`src/logic/hall_pkg.sv`:
```
// Constants, register map and types of the hall sensor sequencer
// Notes on behaviour
// Sensor is bus slave, never initiates transfers
// Boot enables bias, reset detector, fast oscillator
// Each reconfiguration starts one measurement cycle
// Cycle: bias and check, hall bias, convert, return
// X, Y, Z muxed into one converter sequentially
// Optional temperature after axes, enabled at reset
// Axes 12-bit results, temperature 10-bit
// Low supply halts; restart function from beginning
// Restart event mid-function aborts and restarts it
// Rate and power mode changeable any time
// Master trigger starts a conversion cycle
// Interrupt output flags valid measurement result
// Per-axis upper and lower thresholds compared
// Out-of-window axis result pulses active-low interrupt
// All axes inside window: no wake-up interrupt
// Wake-up interrupt is OR of axes
// Collision avoidance suppresses pulses during bus activity
// Interrupt pin is open-drain, active low
// Clock stretching needs interrupt tied to clock
// Separate interrupt wiring: no clock stretching relied on
// Results stored before completion interrupt
`default_nettype none
package hall_pkg;
    localparam int CLK_MHZ = 200;
    localparam int BIAS_SETTLE_NS = 500;
    localparam int BIAS_SETTLE_CYC = (BIAS_SETTLE_NS * CLK_MHZ + 999) / 1000;
    localparam int HALL_SETTLE_NS = 1000;
    localparam int HALL_SETTLE_CYC = (HALL_SETTLE_NS * CLK_MHZ + 999) / 1000;
    localparam int INT_PULSE_NS = 1000;
    localparam int INT_PULSE_CYC = (INT_PULSE_NS * CLK_MHZ + 999) / 1000;
    localparam int RATE_UNIT_NS = 10000;
    localparam int RATE_UNIT_CYC = (RATE_UNIT_NS * CLK_MHZ) / 1000;
    localparam int ADC_W = 12;
    localparam int TEMP_W = 10;
    localparam logic [7:0] CTRL_OFS = 8'h00;
    localparam logic [7:0] STAT_OFS = 8'h04;
    localparam logic [7:0] RES_X_OFS = 8'h08;
    localparam logic [7:0] RES_T_OFS = 8'h14;
    localparam logic [7:0] THR_X_OFS = 8'h18;
    localparam int CTRL_TRIG_BIT = 0;
    localparam int CTRL_TEMP_BIT = 1;
    localparam int CTRL_WAKE_BIT = 2;
    localparam int CTRL_COLL_BIT = 3;
    localparam int CTRL_MODE_LSB = 4;
    localparam int CTRL_RATE_LSB = 8;
    localparam int THR_HI_LSB = 16;
    localparam logic [1:0] MODE_LOW = 2'h0;
    localparam logic [1:0] MODE_PERIODIC = 2'h1;
    localparam logic [1:0] MODE_FAST = 2'h2;
    localparam logic [1:0] MODE_RST = 2'h0;
    localparam logic [7:0] RATE_RST = 8'h0A;
    localparam logic TEMP_EN_RST = 1'b1;
    localparam logic [1:0] CH_Z = 2'h2;
    localparam logic [1:0] CH_T = 2'h3;
    localparam logic [ADC_W-1:0] THR_HI_RST = 12'h7FF;
    localparam logic [ADC_W-1:0] THR_LO_RST = 12'h800;
    typedef enum logic [2:0] {
        SEQ_BOOT, SEQ_LOWPWR, SEQ_BIAS, SEQ_HALL, SEQ_CONV, SEQ_WAIT, SEQ_DONE, SEQ_HALT
    } seq_state_t;
endpackage
`default_nettype wire

```
`src/logic/result_if.sv`:
```
// Result store port between sequencer and result memory
`default_nettype none
interface result_if #(parameter int DW = 12, parameter int AW = 2);
    logic we;
    logic [AW-1:0] waddr;
    logic [DW-1:0] wdata;
    logic [AW-1:0] raddr;
    logic [DW-1:0] rdata;
    modport ctrl (output we, output waddr, output wdata, output raddr, input rdata);
    modport mem (input we, input waddr, input wdata, input raddr, output rdata);
endinterface
`default_nettype wire

```
`src/logic/hall_measure.sv`:
```
// Measurement sequencer, wake-up compare and register slave of the hall sensor
`default_nettype none
module hall_measure
    import hall_pkg::*;
#(
    parameter int RATE_UNIT = RATE_UNIT_CYC
) (
    // Clock and reset
    input wire logic clock_in,
    input wire logic rst_in,
    // Register bus
    input wire logic hsel_in,
    input wire logic [31:0] haddr_in,
    input wire logic [1:0] htrans_in,
    input wire logic hwrite_in,
    input wire logic [2:0] hsize_in,
    input wire logic [31:0] hwdata_in,
    input wire logic hready_in,
    output logic [31:0] hrdata_out,
    output logic hreadyout_out,
    output logic hresp_out,
    // Supply monitor pins
    input wire logic supply_ok_in,
    input wire logic restart_evt_in,
    // Serial bus pins, observed only
    input wire logic scl_in,
    input wire logic sda_in,
    // Analog front end control
    output logic bias_en_out,
    output logic reset_det_en_out,
    output logic osc_fast_en_out,
    output logic hall_bias_en_out,
    output logic [1:0] mux_sel_out,
    output logic adc_start_out,
    input wire logic adc_done_in,
    input wire logic [ADC_W-1:0] adc_data_in,
    // Open-drain interrupt pin
    output logic int_n_o_out,
    output logic int_oe_out
);
    seq_state_t state_q, state_d;
    logic [15:0] wait_q;
    logic [1:0] ch_q;
    logic boot_done_q;
    logic [2:0] oow_q;
    logic start_req_q;
    logic temp_en_q, wake_en_q, coll_en_q;
    logic [1:0] mode_q;
    logic [7:0] rate_q;
    logic [23:0] rate_cnt_q;
    logic [ADC_W-1:0] thr_hi_q [3];
    logic [ADC_W-1:0] thr_lo_q [3];
    logic [2:0] out_win;
    logic wr_q, rd_q;
    logic [7:0] addr_q;
    logic [31:0] hrdata_q;
    logic take, reg_wr, ctrl_wr, trig, reconf, periodic_tick;
    logic last_ch, conv_done, busy, cycle_done, int_evt, int_pend_q, bus_busy_q;
    logic [15:0] int_cnt_q;
    logic sup_s1_q, sup_s2_q, rst_s1_q, rst_s2_q, rst_s3_q;
    logic scl_s1_q, scl_s2_q, scl_s3_q, sda_s1_q, sda_s2_q, sda_s3_q;
    logic restart_evt;

    result_if #(.DW(ADC_W), .AW(2)) res ();

    result_mem #(.DEPTH(4), .DW(ADC_W)) u_mem (
        .clock_in(clock_in),
        .port(res.mem)
    );

    // Pin synchronisers; edges are found past the second stage
    always_ff @(posedge clock_in)
    begin
        if (rst_in)
        begin
            sup_s1_q <= 1'b0;
            sup_s2_q <= 1'b0;
            rst_s1_q <= 1'b0;
            rst_s2_q <= 1'b0;
            rst_s3_q <= 1'b0;
        end
        else
        begin
            sup_s1_q <= supply_ok_in;
            sup_s2_q <= sup_s1_q;
            rst_s1_q <= restart_evt_in;
            rst_s2_q <= rst_s1_q;
            rst_s3_q <= rst_s2_q;
        end
    end

    always_ff @(posedge clock_in)
    begin
        if (rst_in)
        begin
            scl_s1_q <= 1'b1;
            scl_s2_q <= 1'b1;
            scl_s3_q <= 1'b1;
            sda_s1_q <= 1'b1;
            sda_s2_q <= 1'b1;
            sda_s3_q <= 1'b1;
        end
        else
        begin
            scl_s1_q <= scl_in;
            scl_s2_q <= scl_s1_q;
            scl_s3_q <= scl_s2_q;
            sda_s1_q <= sda_in;
            sda_s2_q <= sda_s1_q;
            sda_s3_q <= sda_s2_q;
        end
    end

    assign restart_evt = rst_s2_q && !rst_s3_q;

    // Bus busy between start and stop condition; device never drives the bus
    always_ff @(posedge clock_in)
    begin
        if (rst_in)
        begin
            bus_busy_q <= 1'b0;
        end
        else if (scl_s2_q && scl_s3_q && sda_s3_q && !sda_s2_q)
        begin
            bus_busy_q <= 1'b1;
        end
        else if (scl_s2_q && scl_s3_q && !sda_s3_q && sda_s2_q)
        begin
            bus_busy_q <= 1'b0;
        end
    end

    // Register slave: writes in data phase, reads take one wait state
    assign take = hsel_in && htrans_in[1] && hready_in;
    assign reg_wr = wr_q;
    assign ctrl_wr = reg_wr && (addr_q == CTRL_OFS);
    assign trig = ctrl_wr && hwdata_in[CTRL_TRIG_BIT];
    assign reconf = reg_wr && (addr_q == CTRL_OFS || (addr_q >= THR_X_OFS
        && addr_q <= THR_X_OFS + 8'h08));
    assign hreadyout_out = !rd_q;
    assign hresp_out = 1'b0;
    assign hrdata_out = hrdata_q;

    always_ff @(posedge clock_in)
    begin
        if (rst_in)
        begin
            wr_q <= 1'b0;
            rd_q <= 1'b0;
            addr_q <= 8'h00;
        end
        else
        begin
            wr_q <= take && hwrite_in;
            rd_q <= take && !hwrite_in;
            if (take)
            begin
                addr_q <= {haddr_in[7:2], 2'b00};
            end
        end
    end

    // Memory read address follows the address phase so data is ready next cycle
    assign res.raddr = 2'(haddr_in[4:2] - 3'h2);

    always_ff @(posedge clock_in)
    begin
        if (rst_in)
        begin
            hrdata_q <= 32'h0000_0000;
        end
        else if (rd_q)
        begin
            if (addr_q == CTRL_OFS)
            begin
                hrdata_q <= {16'h0000, rate_q, 2'b00, mode_q, coll_en_q, wake_en_q,
                    temp_en_q, 1'b0};
            end
            else if (addr_q == STAT_OFS)
            begin
                hrdata_q <= {22'h000000, state_q, oow_q, bus_busy_q, !sup_s2_q,
                    boot_done_q, busy};
            end
            else if (addr_q >= RES_X_OFS && addr_q <= RES_T_OFS)
            begin
                hrdata_q <= {20'h00000, res.rdata};
            end
            else if (addr_q >= THR_X_OFS && addr_q <= THR_X_OFS + 8'h08)
            begin
                hrdata_q <= {4'h0, thr_hi_q[2'(addr_q[3:2] - 2'h2)], 4'h0,
                    thr_lo_q[2'(addr_q[3:2] - 2'h2)]};
            end
            else
            begin
                hrdata_q <= 32'h0000_0000;
            end
        end
    end

    // Settings take effect immediately, no restart needed
    always_ff @(posedge clock_in)
    begin
        if (rst_in)
        begin
            temp_en_q <= TEMP_EN_RST;
            wake_en_q <= 1'b0;
            coll_en_q <= 1'b0;
            mode_q <= MODE_RST;
            rate_q <= RATE_RST;
        end
        else if (ctrl_wr)
        begin
            temp_en_q <= hwdata_in[CTRL_TEMP_BIT];
            wake_en_q <= hwdata_in[CTRL_WAKE_BIT];
            coll_en_q <= hwdata_in[CTRL_COLL_BIT];
            mode_q <= hwdata_in[CTRL_MODE_LSB +: 2];
            rate_q <= hwdata_in[CTRL_RATE_LSB +: 8];
        end
    end

    // Per-axis window registers and compare against the new result
    for (genvar i = 0; i < 3; i++)
    begin : g_axis
        always_ff @(posedge clock_in)
        begin
            if (rst_in)
            begin
                thr_hi_q[i] <= THR_HI_RST;
                thr_lo_q[i] <= THR_LO_RST;
            end
            else if (reg_wr && addr_q == THR_X_OFS + 8'(4 * i))
            begin
                thr_hi_q[i] <= hwdata_in[THR_HI_LSB +: ADC_W];
                thr_lo_q[i] <= hwdata_in[ADC_W-1:0];
            end
        end
        assign out_win[i] = (ch_q == 2'(i)) && ($signed(adc_data_in) > $signed(thr_hi_q[i])
            || $signed(adc_data_in) < $signed(thr_lo_q[i]));
    end

    // Periodic wake-up in periodic mode; fast mode re-runs back to back
    always_ff @(posedge clock_in)
    begin
        if (rst_in || mode_q != MODE_PERIODIC || state_q != SEQ_LOWPWR)
        begin
            rate_cnt_q <= 24'h000000;
        end
        else
        begin
            rate_cnt_q <= periodic_tick ? 24'h000000 : rate_cnt_q + 24'h000001;
        end
    end
    assign periodic_tick = mode_q == MODE_PERIODIC
        && rate_cnt_q >= 24'(rate_q) * 24'(RATE_UNIT) - 24'h000001;

    // Start request; a new request in the same cycle as the take wins
    always_ff @(posedge clock_in)
    begin
        if (rst_in)
        begin
            start_req_q <= 1'b0;
        end
        else if (reconf || trig || periodic_tick || (mode_q == MODE_FAST && cycle_done))
        begin
            start_req_q <= 1'b1;
        end
        else if (state_q == SEQ_LOWPWR && state_d == SEQ_BIAS)
        begin
            start_req_q <= 1'b0;
        end
    end

    assign busy = state_q != SEQ_LOWPWR;
    assign conv_done = state_q == SEQ_WAIT && adc_done_in;
    assign last_ch = ch_q == CH_T || (ch_q == CH_Z && !temp_en_q);
    assign cycle_done = state_q == SEQ_DONE;

    always_comb
    begin
        state_d = state_q;
        if (!sup_s2_q && busy)
        begin
            state_d = SEQ_HALT;
        end
        else if (restart_evt && busy && state_q != SEQ_HALT)
        begin
            state_d = boot_done_q ? SEQ_BIAS : SEQ_BOOT;
        end
        else
        begin
            case (state_q)
                SEQ_BOOT: if (wait_q == 16'(BIAS_SETTLE_CYC - 1)) state_d = SEQ_LOWPWR;
                SEQ_LOWPWR: if (start_req_q) state_d = SEQ_BIAS;
                SEQ_BIAS: if (wait_q == 16'(BIAS_SETTLE_CYC - 1)) state_d = SEQ_HALL;
                SEQ_HALL: if (wait_q == 16'(HALL_SETTLE_CYC - 1)) state_d = SEQ_CONV;
                SEQ_CONV: state_d = SEQ_WAIT;
                SEQ_WAIT: if (adc_done_in) state_d = last_ch ? SEQ_DONE : SEQ_CONV;
                SEQ_DONE: state_d = SEQ_LOWPWR;
                SEQ_HALT: state_d = boot_done_q ? SEQ_BIAS : SEQ_BOOT;
                default: state_d = SEQ_BOOT;
            endcase
        end
    end

    always_ff @(posedge clock_in)
    begin
        if (rst_in)
        begin
            state_q <= SEQ_BOOT;
            wait_q <= 16'h0000;
            boot_done_q <= 1'b0;
        end
        else
        begin
            state_q <= state_d;
            // Restart into the same state must still clear the settle count
            wait_q <= (state_d != state_q || (restart_evt && busy && sup_s2_q)) ? 16'h0000
                : wait_q + 16'h0001;
            if (state_q == SEQ_BOOT && state_d == SEQ_LOWPWR)
            begin
                boot_done_q <= 1'b1;
            end
        end
    end

    // Channel walk X, Y, Z, then temperature
    always_ff @(posedge clock_in)
    begin
        if (rst_in || state_q == SEQ_HALL)
        begin
            ch_q <= 2'h0;
        end
        else if (conv_done && !last_ch)
        begin
            ch_q <= ch_q + 2'h1;
        end
    end

    always_ff @(posedge clock_in)
    begin
        if (rst_in || state_q == SEQ_HALL)
        begin
            oow_q <= 3'h0;
        end
        else if (conv_done && ch_q != CH_T)
        begin
            oow_q <= oow_q | out_win;
        end
    end

    // Each result lands in the store as it is converted, before the cycle ends
    assign res.we = conv_done;
    assign res.waddr = ch_q;
    assign res.wdata = (ch_q == CH_T) ? {2'b00, adc_data_in[ADC_W-1 -: TEMP_W]}
        : adc_data_in;

    assign bias_en_out = state_q != SEQ_LOWPWR && state_q != SEQ_HALT;
    assign reset_det_en_out = bias_en_out;
    assign osc_fast_en_out = bias_en_out;
    assign hall_bias_en_out = state_q == SEQ_HALL || state_q == SEQ_CONV
        || state_q == SEQ_WAIT;
    assign mux_sel_out = ch_q;
    assign adc_start_out = state_q == SEQ_CONV && sup_s2_q;

    // Completion or wake-up event; wake mode fires only on an axis outside its window
    assign int_evt = cycle_done && (!wake_en_q || (|oow_q));

    // Pulse held back, not lost, while collision avoidance sees bus traffic
    always_ff @(posedge clock_in)
    begin
        if (rst_in)
        begin
            int_pend_q <= 1'b0;
            int_cnt_q <= 16'h0000;
        end
        else
        begin
            if (int_evt)
            begin
                int_pend_q <= 1'b1;
            end
            else if (int_pend_q && int_cnt_q == 16'h0000 && !(coll_en_q && bus_busy_q))
            begin
                int_pend_q <= 1'b0;
            end
            if (int_pend_q && int_cnt_q == 16'h0000 && !(coll_en_q && bus_busy_q))
            begin
                int_cnt_q <= 16'(INT_PULSE_CYC);
            end
            else if (int_cnt_q != 16'h0000)
            begin
                int_cnt_q <= int_cnt_q - 16'h0001;
            end
        end
    end

    assign int_n_o_out = 1'b0;
    assign int_oe_out = int_cnt_q != 16'h0000;
endmodule
`default_nettype wire

```
`src/logic/result_mem.sv`:
```
// Small result memory with registered read data
`default_nettype none
module result_mem #(
    parameter int DEPTH = 4,
    parameter int DW = 12
) (
    input wire logic clock_in,
    result_if.mem port
);
    logic [DW-1:0] mem_q [DEPTH];

    always_ff @(posedge clock_in)
    begin
        if (port.we)
        begin
            mem_q[port.waddr] <= port.wdata;
        end
    end

    always_ff @(posedge clock_in)
    begin
        port.rdata <= mem_q[port.raddr];
    end
endmodule
`default_nettype wire

```
`config.mk`:
```
export PLATFORM = sky130hd
export DESIGN_NAME = hall_measure
export DESIGN_NICKNAME = d
export VERILOG_FILES = /design/src/logic/hall_pkg.sv /design/src/logic/result_if.sv /design/src/logic/hall_measure.sv /design/src/logic/result_mem.sv
export SDC_FILE = /design/constraint.sdc
export NUM_CORES = 1
export LEC_CHECK = 0
export ABC_AREA = 1
export BUFFER_PORTS_ARGS = -buffer_cell sky130_fd_sc_hd__buf_2
export CORE_UTILIZATION = 60
export DETAILED_ROUTE_END_ITERATION = 16
export PLACE_DENSITY = 0.85
export SYNTH_ARGS = -nofsm -noshare
export SYNTH_HDL_FRONTEND = slang
export SYNTH_SLANG_ARGS = --single-unit
```
`constraint.sdc`:
```
create_clock -name clock_in -period 8.1 [get_ports clock_in]
set_clock_uncertainty 0.1 [all_clocks]
set_input_delay 2.43 -clock clock_in [delete_from_list [all_inputs] [get_ports clock_in]]
set_output_delay 2.43 -clock clock_in [all_outputs]
set_load 0.005 [all_outputs]
```
* Word level (Yosys, flattened, before mapping)
Memories as Yosys holds them, arrays and structs flattened. A register that Yosys moved wholly into a read port is not among the register bits. Cells that the tools add are included.
Storage, ports and cells: bits in registers 132, latch bits 0, memory bits (writable) 120, memory bits (read-only) 0, memories 3
Memories:
- u_mem.mem_q | depth 4, bits a word 12, read ports 1, clocked after memory_dff 1, write ports 1, RTL line result_mem.sv:10 | logic [DW-1:0] mem_q [DEPTH];
- thr_hi_q | depth 3, bits a word 12, read ports 4, clocked after memory_dff 0, write ports 3, RTL line hall_measure.sv:51 | logic [ADC_W-1:0] thr_hi_q [3];
- thr_lo_q | depth 3, bits a word 12, read ports 4, clocked after memory_dff 0, write ports 3, RTL line hall_measure.sv:52 | logic [ADC_W-1:0] thr_lo_q [3];
Cells by class: $add $sub $neg 7, multipliers 1, divide/modulo/power cells 0, magnitude comparators 11, equality and inequality tests 25, shift-type cells 0, multiplexer cells 42, bitwise operators 7, reductions and logical operators 77
Operators by type and width (count):
- $mux W28 | 4
- $mux W12 | 7
- $logic_and A1 B1 Y1 | 39
- $gt A12 B12 Y1 | 3
- $lt A12 B12 Y1 | 3
- $add A24 B1 Y24 const B | 1
- $ge A24 B24 Y1 | 1
- $pmux W3 S8 | 1
- $mux W3 | 7
- $sub A19 B1 Y20 const B | 1
- $mux W1 | 19
- $add A16 B1 Y16 const B | 1
- $eq A16 B7 Y1 const B | 1
- $eq A16 B8 Y1 const B | 1
- $logic_not A16 Y1 | 1
- $mux W8 | 2
- $reduce_bool A16 Y1 | 1
- $sub A16 B1 Y16 const B | 1
- $logic_or A1 B1 Y1 | 15
- $mul A8 B7 Y15 const B | 1
- $eq A3 B3 Y1 const B | 4
- $eq A6 B3 Y1 const B | 2
- $logic_not A1 Y1 | 10
- $eq A3 B2 Y1 const B | 3
- 25 further kinds | 41

* Longest topological paths before layout
depth after elaboration 12, mapped depth 32

* Modules after synthesis
Synthesis repeated with hierarchy kept, for this count alone.
Unflattened totals: cells, all modules 1919, area, all modules 15367.2 um^2
Modules (own cells, without submodules):
- hall_measure | times used 1, cells an instance 1711, area an instance 13025.0 um^2
- result_mem | times used 1, cells an instance 208, area an instance 2342.2 um^2

* Worst setup path after synthesis
OpenSTA, ideal clock, no wires.
path type register to register, from register rate_q[0], to register rate_cnt_q[12], setup time 0.070 ns, arrival time 5.230 ns, data required time 7.930 ns, path slack 2.700 ns, cell stages (with the launch flop) 31, path buffers 1, period minus slack after synthesis 5.400 ns, cell sequence dfxtp_1 > fa_1 > xor2_1 > ha_1 > fa_1 > inv_1 > fa_1 > inv_1 > ha_1 > nand2_1 > nor2_1 > nand2_1 > nand3_1 > nand2_1 > nand2_1 > inv_1 > nor2_2 > nand3_1 > nor2_1 > nand4_1 > ha_1 > nand2_1 > inv_1 > o21ai_0 > nand2_1 > a21oi_1 > nand3_1 > nor2_1 > inv_1 > buf_2 > a21oi_1
On the way: cells in the longest elaborated chain, start to end 5
Ends and longest elaborated chain:
- from (decl) | RTL line hall_measure.sv:49 | logic [7:0] rate_q;
- from (signal assigned) | RTL line hall_measure.sv:217 | rate_q <= hwdata_in[CTRL_RATE_LSB +: 8];
- $mul A8 B7 Y15 | RTL line hall_measure.sv:254 | && rate_cnt_q >= 24'(rate_q) * 24'(RATE_UNIT) - 24'h000001;
- $sub A19 B1 Y20 | RTL line hall_measure.sv:254
- $ge A24 B24 Y1 | RTL line hall_measure.sv:254
- $logic_and A1 B1 Y1 | RTL line hall_measure.sv:254
- $reduce_or A2 Y1 (no source line)
- to (signal assigned) | RTL line hall_measure.sv:250 | rate_cnt_q <= periodic_tick ? 24'h000000 : rate_cnt_q + 24'h000001;
- to (decl) | RTL line hall_measure.sv:50 | logic [23:0] rate_cnt_q;
No other way between the ends. A chain may end at the register's enable or synchronous reset.

* Worst setup path in the final report
from register rate_q[0], to register rate_cnt_q[18]
Same word-level chain as after synthesis.

==> impl_metrics.py <==
metrics = {
    "run_status": {
        "status": "complete, no violations",
    },
    "power": {
        "seqPwrFrac": 0.429,
        "clkPwrFrac": 0.404,
        "cellPowerDensity_nw_per_um2": 197,
        "switching_share": 0.282,
        "combPwrFrac": 0.167,
        "ir_drop_mv": 0.205,
        "power_switching_mw": 0.954,
        "p_leak_nw": 7.79,
        "power_mw": 3.38,
        "p_int_mw": 2.42,
    },
    "floorplan": {
        "core_area_sq_um": 25300,
        "fp.dieArea_sq_um": 26500,
        "rows": 58,
        "die_w_um": 163,
        "die_h_um": 163,
        "start_util": 0.614,
        "io_pins": 134,
    },
    "finish": {
        "fill_cells": 1941,
        "nNetsFinal": 2243,
        "fin_area_sq_um": 17100,
        "layout_commonest_cell": "nand2_1",
        "layout_common_cells": "nand2_1 (389), inv_1 (286), nor2_1 (187)",
        "final_cells": 2347,
        "drive_gt1_frac": 0.111,
        "fin_util": 0.679,
        "area_delta_synth_final_pct": 10.6,
        "diodes": 0,
    },
    "routing": {
        "drc": 0,
        "wl_um": 38800,
        "vias": 13135,
        "viasPerCell": 5.60,
        "dr.pass1.iters": 6,
        "postRouteAntennaNets": 0,
        "drt_iter0_markers": 1272,
        "wl_per_cell_um": 16.5,
    },
    "sta": {
        "fin_tns_setup_ns": 0,
        "fin_crit_ns": 6.71,
        "max-slew-margin-rel": 0.180,
        "clock.fmax_mhz": 149,
        "fin_ws_ns": 1.39,
        "finalHoldViolations": 0,
        "worst_pin_slew_ns": 1.23,
        "setup_violations": 0,
        "hold-worst-slack_ns": 0.297,
        "rsz0062_at_grt": "false",
        "drv_slew": 0,
        "period_share": 0.829,
    },
    "placed_design": {
        "place.gp.congestion": 0.897,
        "post_dp_cell_area_sq_um": 16200,
        "dp_hpwl_um": 27900,
        "place_ws_ns": 1.45,
        "placement.io_buffers": 93,
        "post-place-cells": 2297,
    },
    "logic_synthesis": {
        "ys_seq_area_frac": 0.413,
        "ys_seq_elements": 260,
        "syn_area_per_cell_sq_um": 8.09,
        "netlist_area_sq_um": 15500,
        "ys_top_cells_by_area": "edfxtp_1 (23%), dfxtp_1 (18%), ha_1 (11%), nand2_1 (9.4%), inv_1 (6.9%)",
        "yosys.cell_types.count": 49,
        "ys_warn_count": 0,
        "synth_top_area_cell": "edfxtp_1",
        "yosysTopAreaCellShare": 0.232,
        "syn_inst": 1917,
    },
    "critical_path": {
        "worstSetupStartpointType": "flop",
        "critPathSlowestCell": "dfxtp_1",
        "worstPathArrival_ns": 7.03,
        "crit_path_max_fanout": 21,
        "end_kind": "flop",
        "crit_required_ns": 8.42,
        "critical_path_class": "flop to flop",
        "max_stage_delay_ns": 0.62,
    },
    "grt": {
        "use_met1": 0.376,
        "grtUsageMet3": 0.0637,
        "grt_pass1_vias": 12801,
        "grt_max_degree": 50,
        "top_usage_layer": "met2",
        "antenna_found_initial": 0,
        "grt_first_pass_wirelength_um": 62500,
        "grt_usage": 0.299,
        "overflow": 0,
        "grt_use_met2": 0.501,
    },
    "clock_network": {
        "clock-sinks": 260,
        "ctsHoldBuffers": 0,
        "cts-htree-levels": 1,
        "cts_buffer_depth": 3,
        "cts_root_buf": "clkbuf_16",
        "postCtsSetupBuffers": 0,
        "clkTransAtPathRegs_ns": 0.06,
        "cts_resized": 0,
        "cts_tree": "built",
        "clkLatencyLatePin_ns": 0.56,
        "numCtsBuffers": 27,
    },
    "flow_run": {
        "cap_violations": 0,
    },
    "hold_path": {
        "hold_class": "flop to flop",
    },
}
[flip-flops by register name, indices dropped and copies added, names as in the netlist, 6 cells and up]
| register | count |
|---|---|
| hrdata_out | 28 |
| addr_q | 6 |
| u_mem.port.rdata | 12 |
| u_mem.mem_q | 48 |
| rate_cnt_q | 24 |
| int_cnt_q | 16 |
| thr_lo_q | 36 |
| rate_q | 8 |
| wait_q | 16 |
| thr_hi_q | 36 |
[worst max-delay path, delay by kind of cell, from the launching register on]
kind	cells	cell delay, ns
flip-flops	1	0.62
XOR/XNOR	1	0.19
AND/OR/NAND/NOR	16	2.08
buffers and inverters	5	0.76
adder cells (fa/ha/maj)	6	2.64
AO/OA/AOI/OAI	1	0.16
[Yosys cell counts (all sizes together)]
| cell | number |
|---|---|
| and2 | 1 |
| dfxtp | 140 |
| o21bai | 7 |
| xnor2 | 15 |
| clkinv | 1 |
| o21a | 5 |
| conb | 1 |
| o22ai | 12 |
| inv | 299 |
| or2 | 15 |
| a21oi | 147 |
| o21ai | 114 |
| nand3b | 5 |
| a21boi | 1 |
| o221a | 1 |
| clkbuf | 33 |
| nand4 | 35 |
| a211oi | 6 |
| o2111ai | 2 |
| nor3b | 3 |
| buf | 24 |
| nand3 | 89 |
| o211ai | 5 |
| ha | 135 |
| fa | 21 |
| nand2 | 400 |
| nor4 | 1 |
| nor2 | 198 |
| edfxtp | 120 |
| a31oi | 3 |
| xor2 | 33 |
| nor3 | 45 |
[final timing paths]
path | slack [ns] | from | cells past startpoint | end
worst max-delay path | 1.39 | rate_q[0] | 29 | rate_cnt_q[18]
worst min-delay path | 0.30 | sda_s1_q | 1 | sda_s2_q
worst max register to register | 1.39 | rate_q[0] | 29 | rate_cnt_q[18]
worst min register to register | 0.30 | sda_s1_q | 1 | sda_s2_q
[layout make-up]
class / count / area [sq um] / area share
sequential: 260 / 6410 / 0.374
clock inverter: 20 / 279 / 0.0163
timing repair buffer: 102 / 533 / 0.0311
inverter: 300 / 1130 / 0.0657
multi-input combinational: 1305 / 7690 / 0.449
clock buffer: 30 / 697 / 0.0406
tap: 330 / 413 / 0.0241
[metal layers]
layer | vias to the layer above | wire length [um]
met1 | 6038 | 15700
met2 | 587 | 17900
li1 | 6408 | -
met5 | - | 0
met3 | 102 | 3750
met4 | 0 | 1370
[cells by family (layout without fill, tap and decap cells)]
group,count (synthesis),after routing,share of synthesized area
XOR/XNOR,48,48,0.0276
adder cells (fa/ha/maj),156,156,0.136
buffers and inverters,357,452,0.0918
AND/OR/NAND/NOR,792,792,0.227
other,1,6,0.000242
flip-flops,260,260,0.413
AO/OA/AOI/OAI,303,303,0.104
[power by group through the flow]
stage	Clock (mW)	Combinational, mW	Sequential (mW)
final	1.37	0.565	1.45
after global placement	0	0.532	1.47
after floorplan	0	0.426	1.46
after detailed placement	0	0.550	1.48
after global routing	1.42	0.644	1.45
after CTS	1.37	0.560	1.45
(Power assumes the default switching activity.)
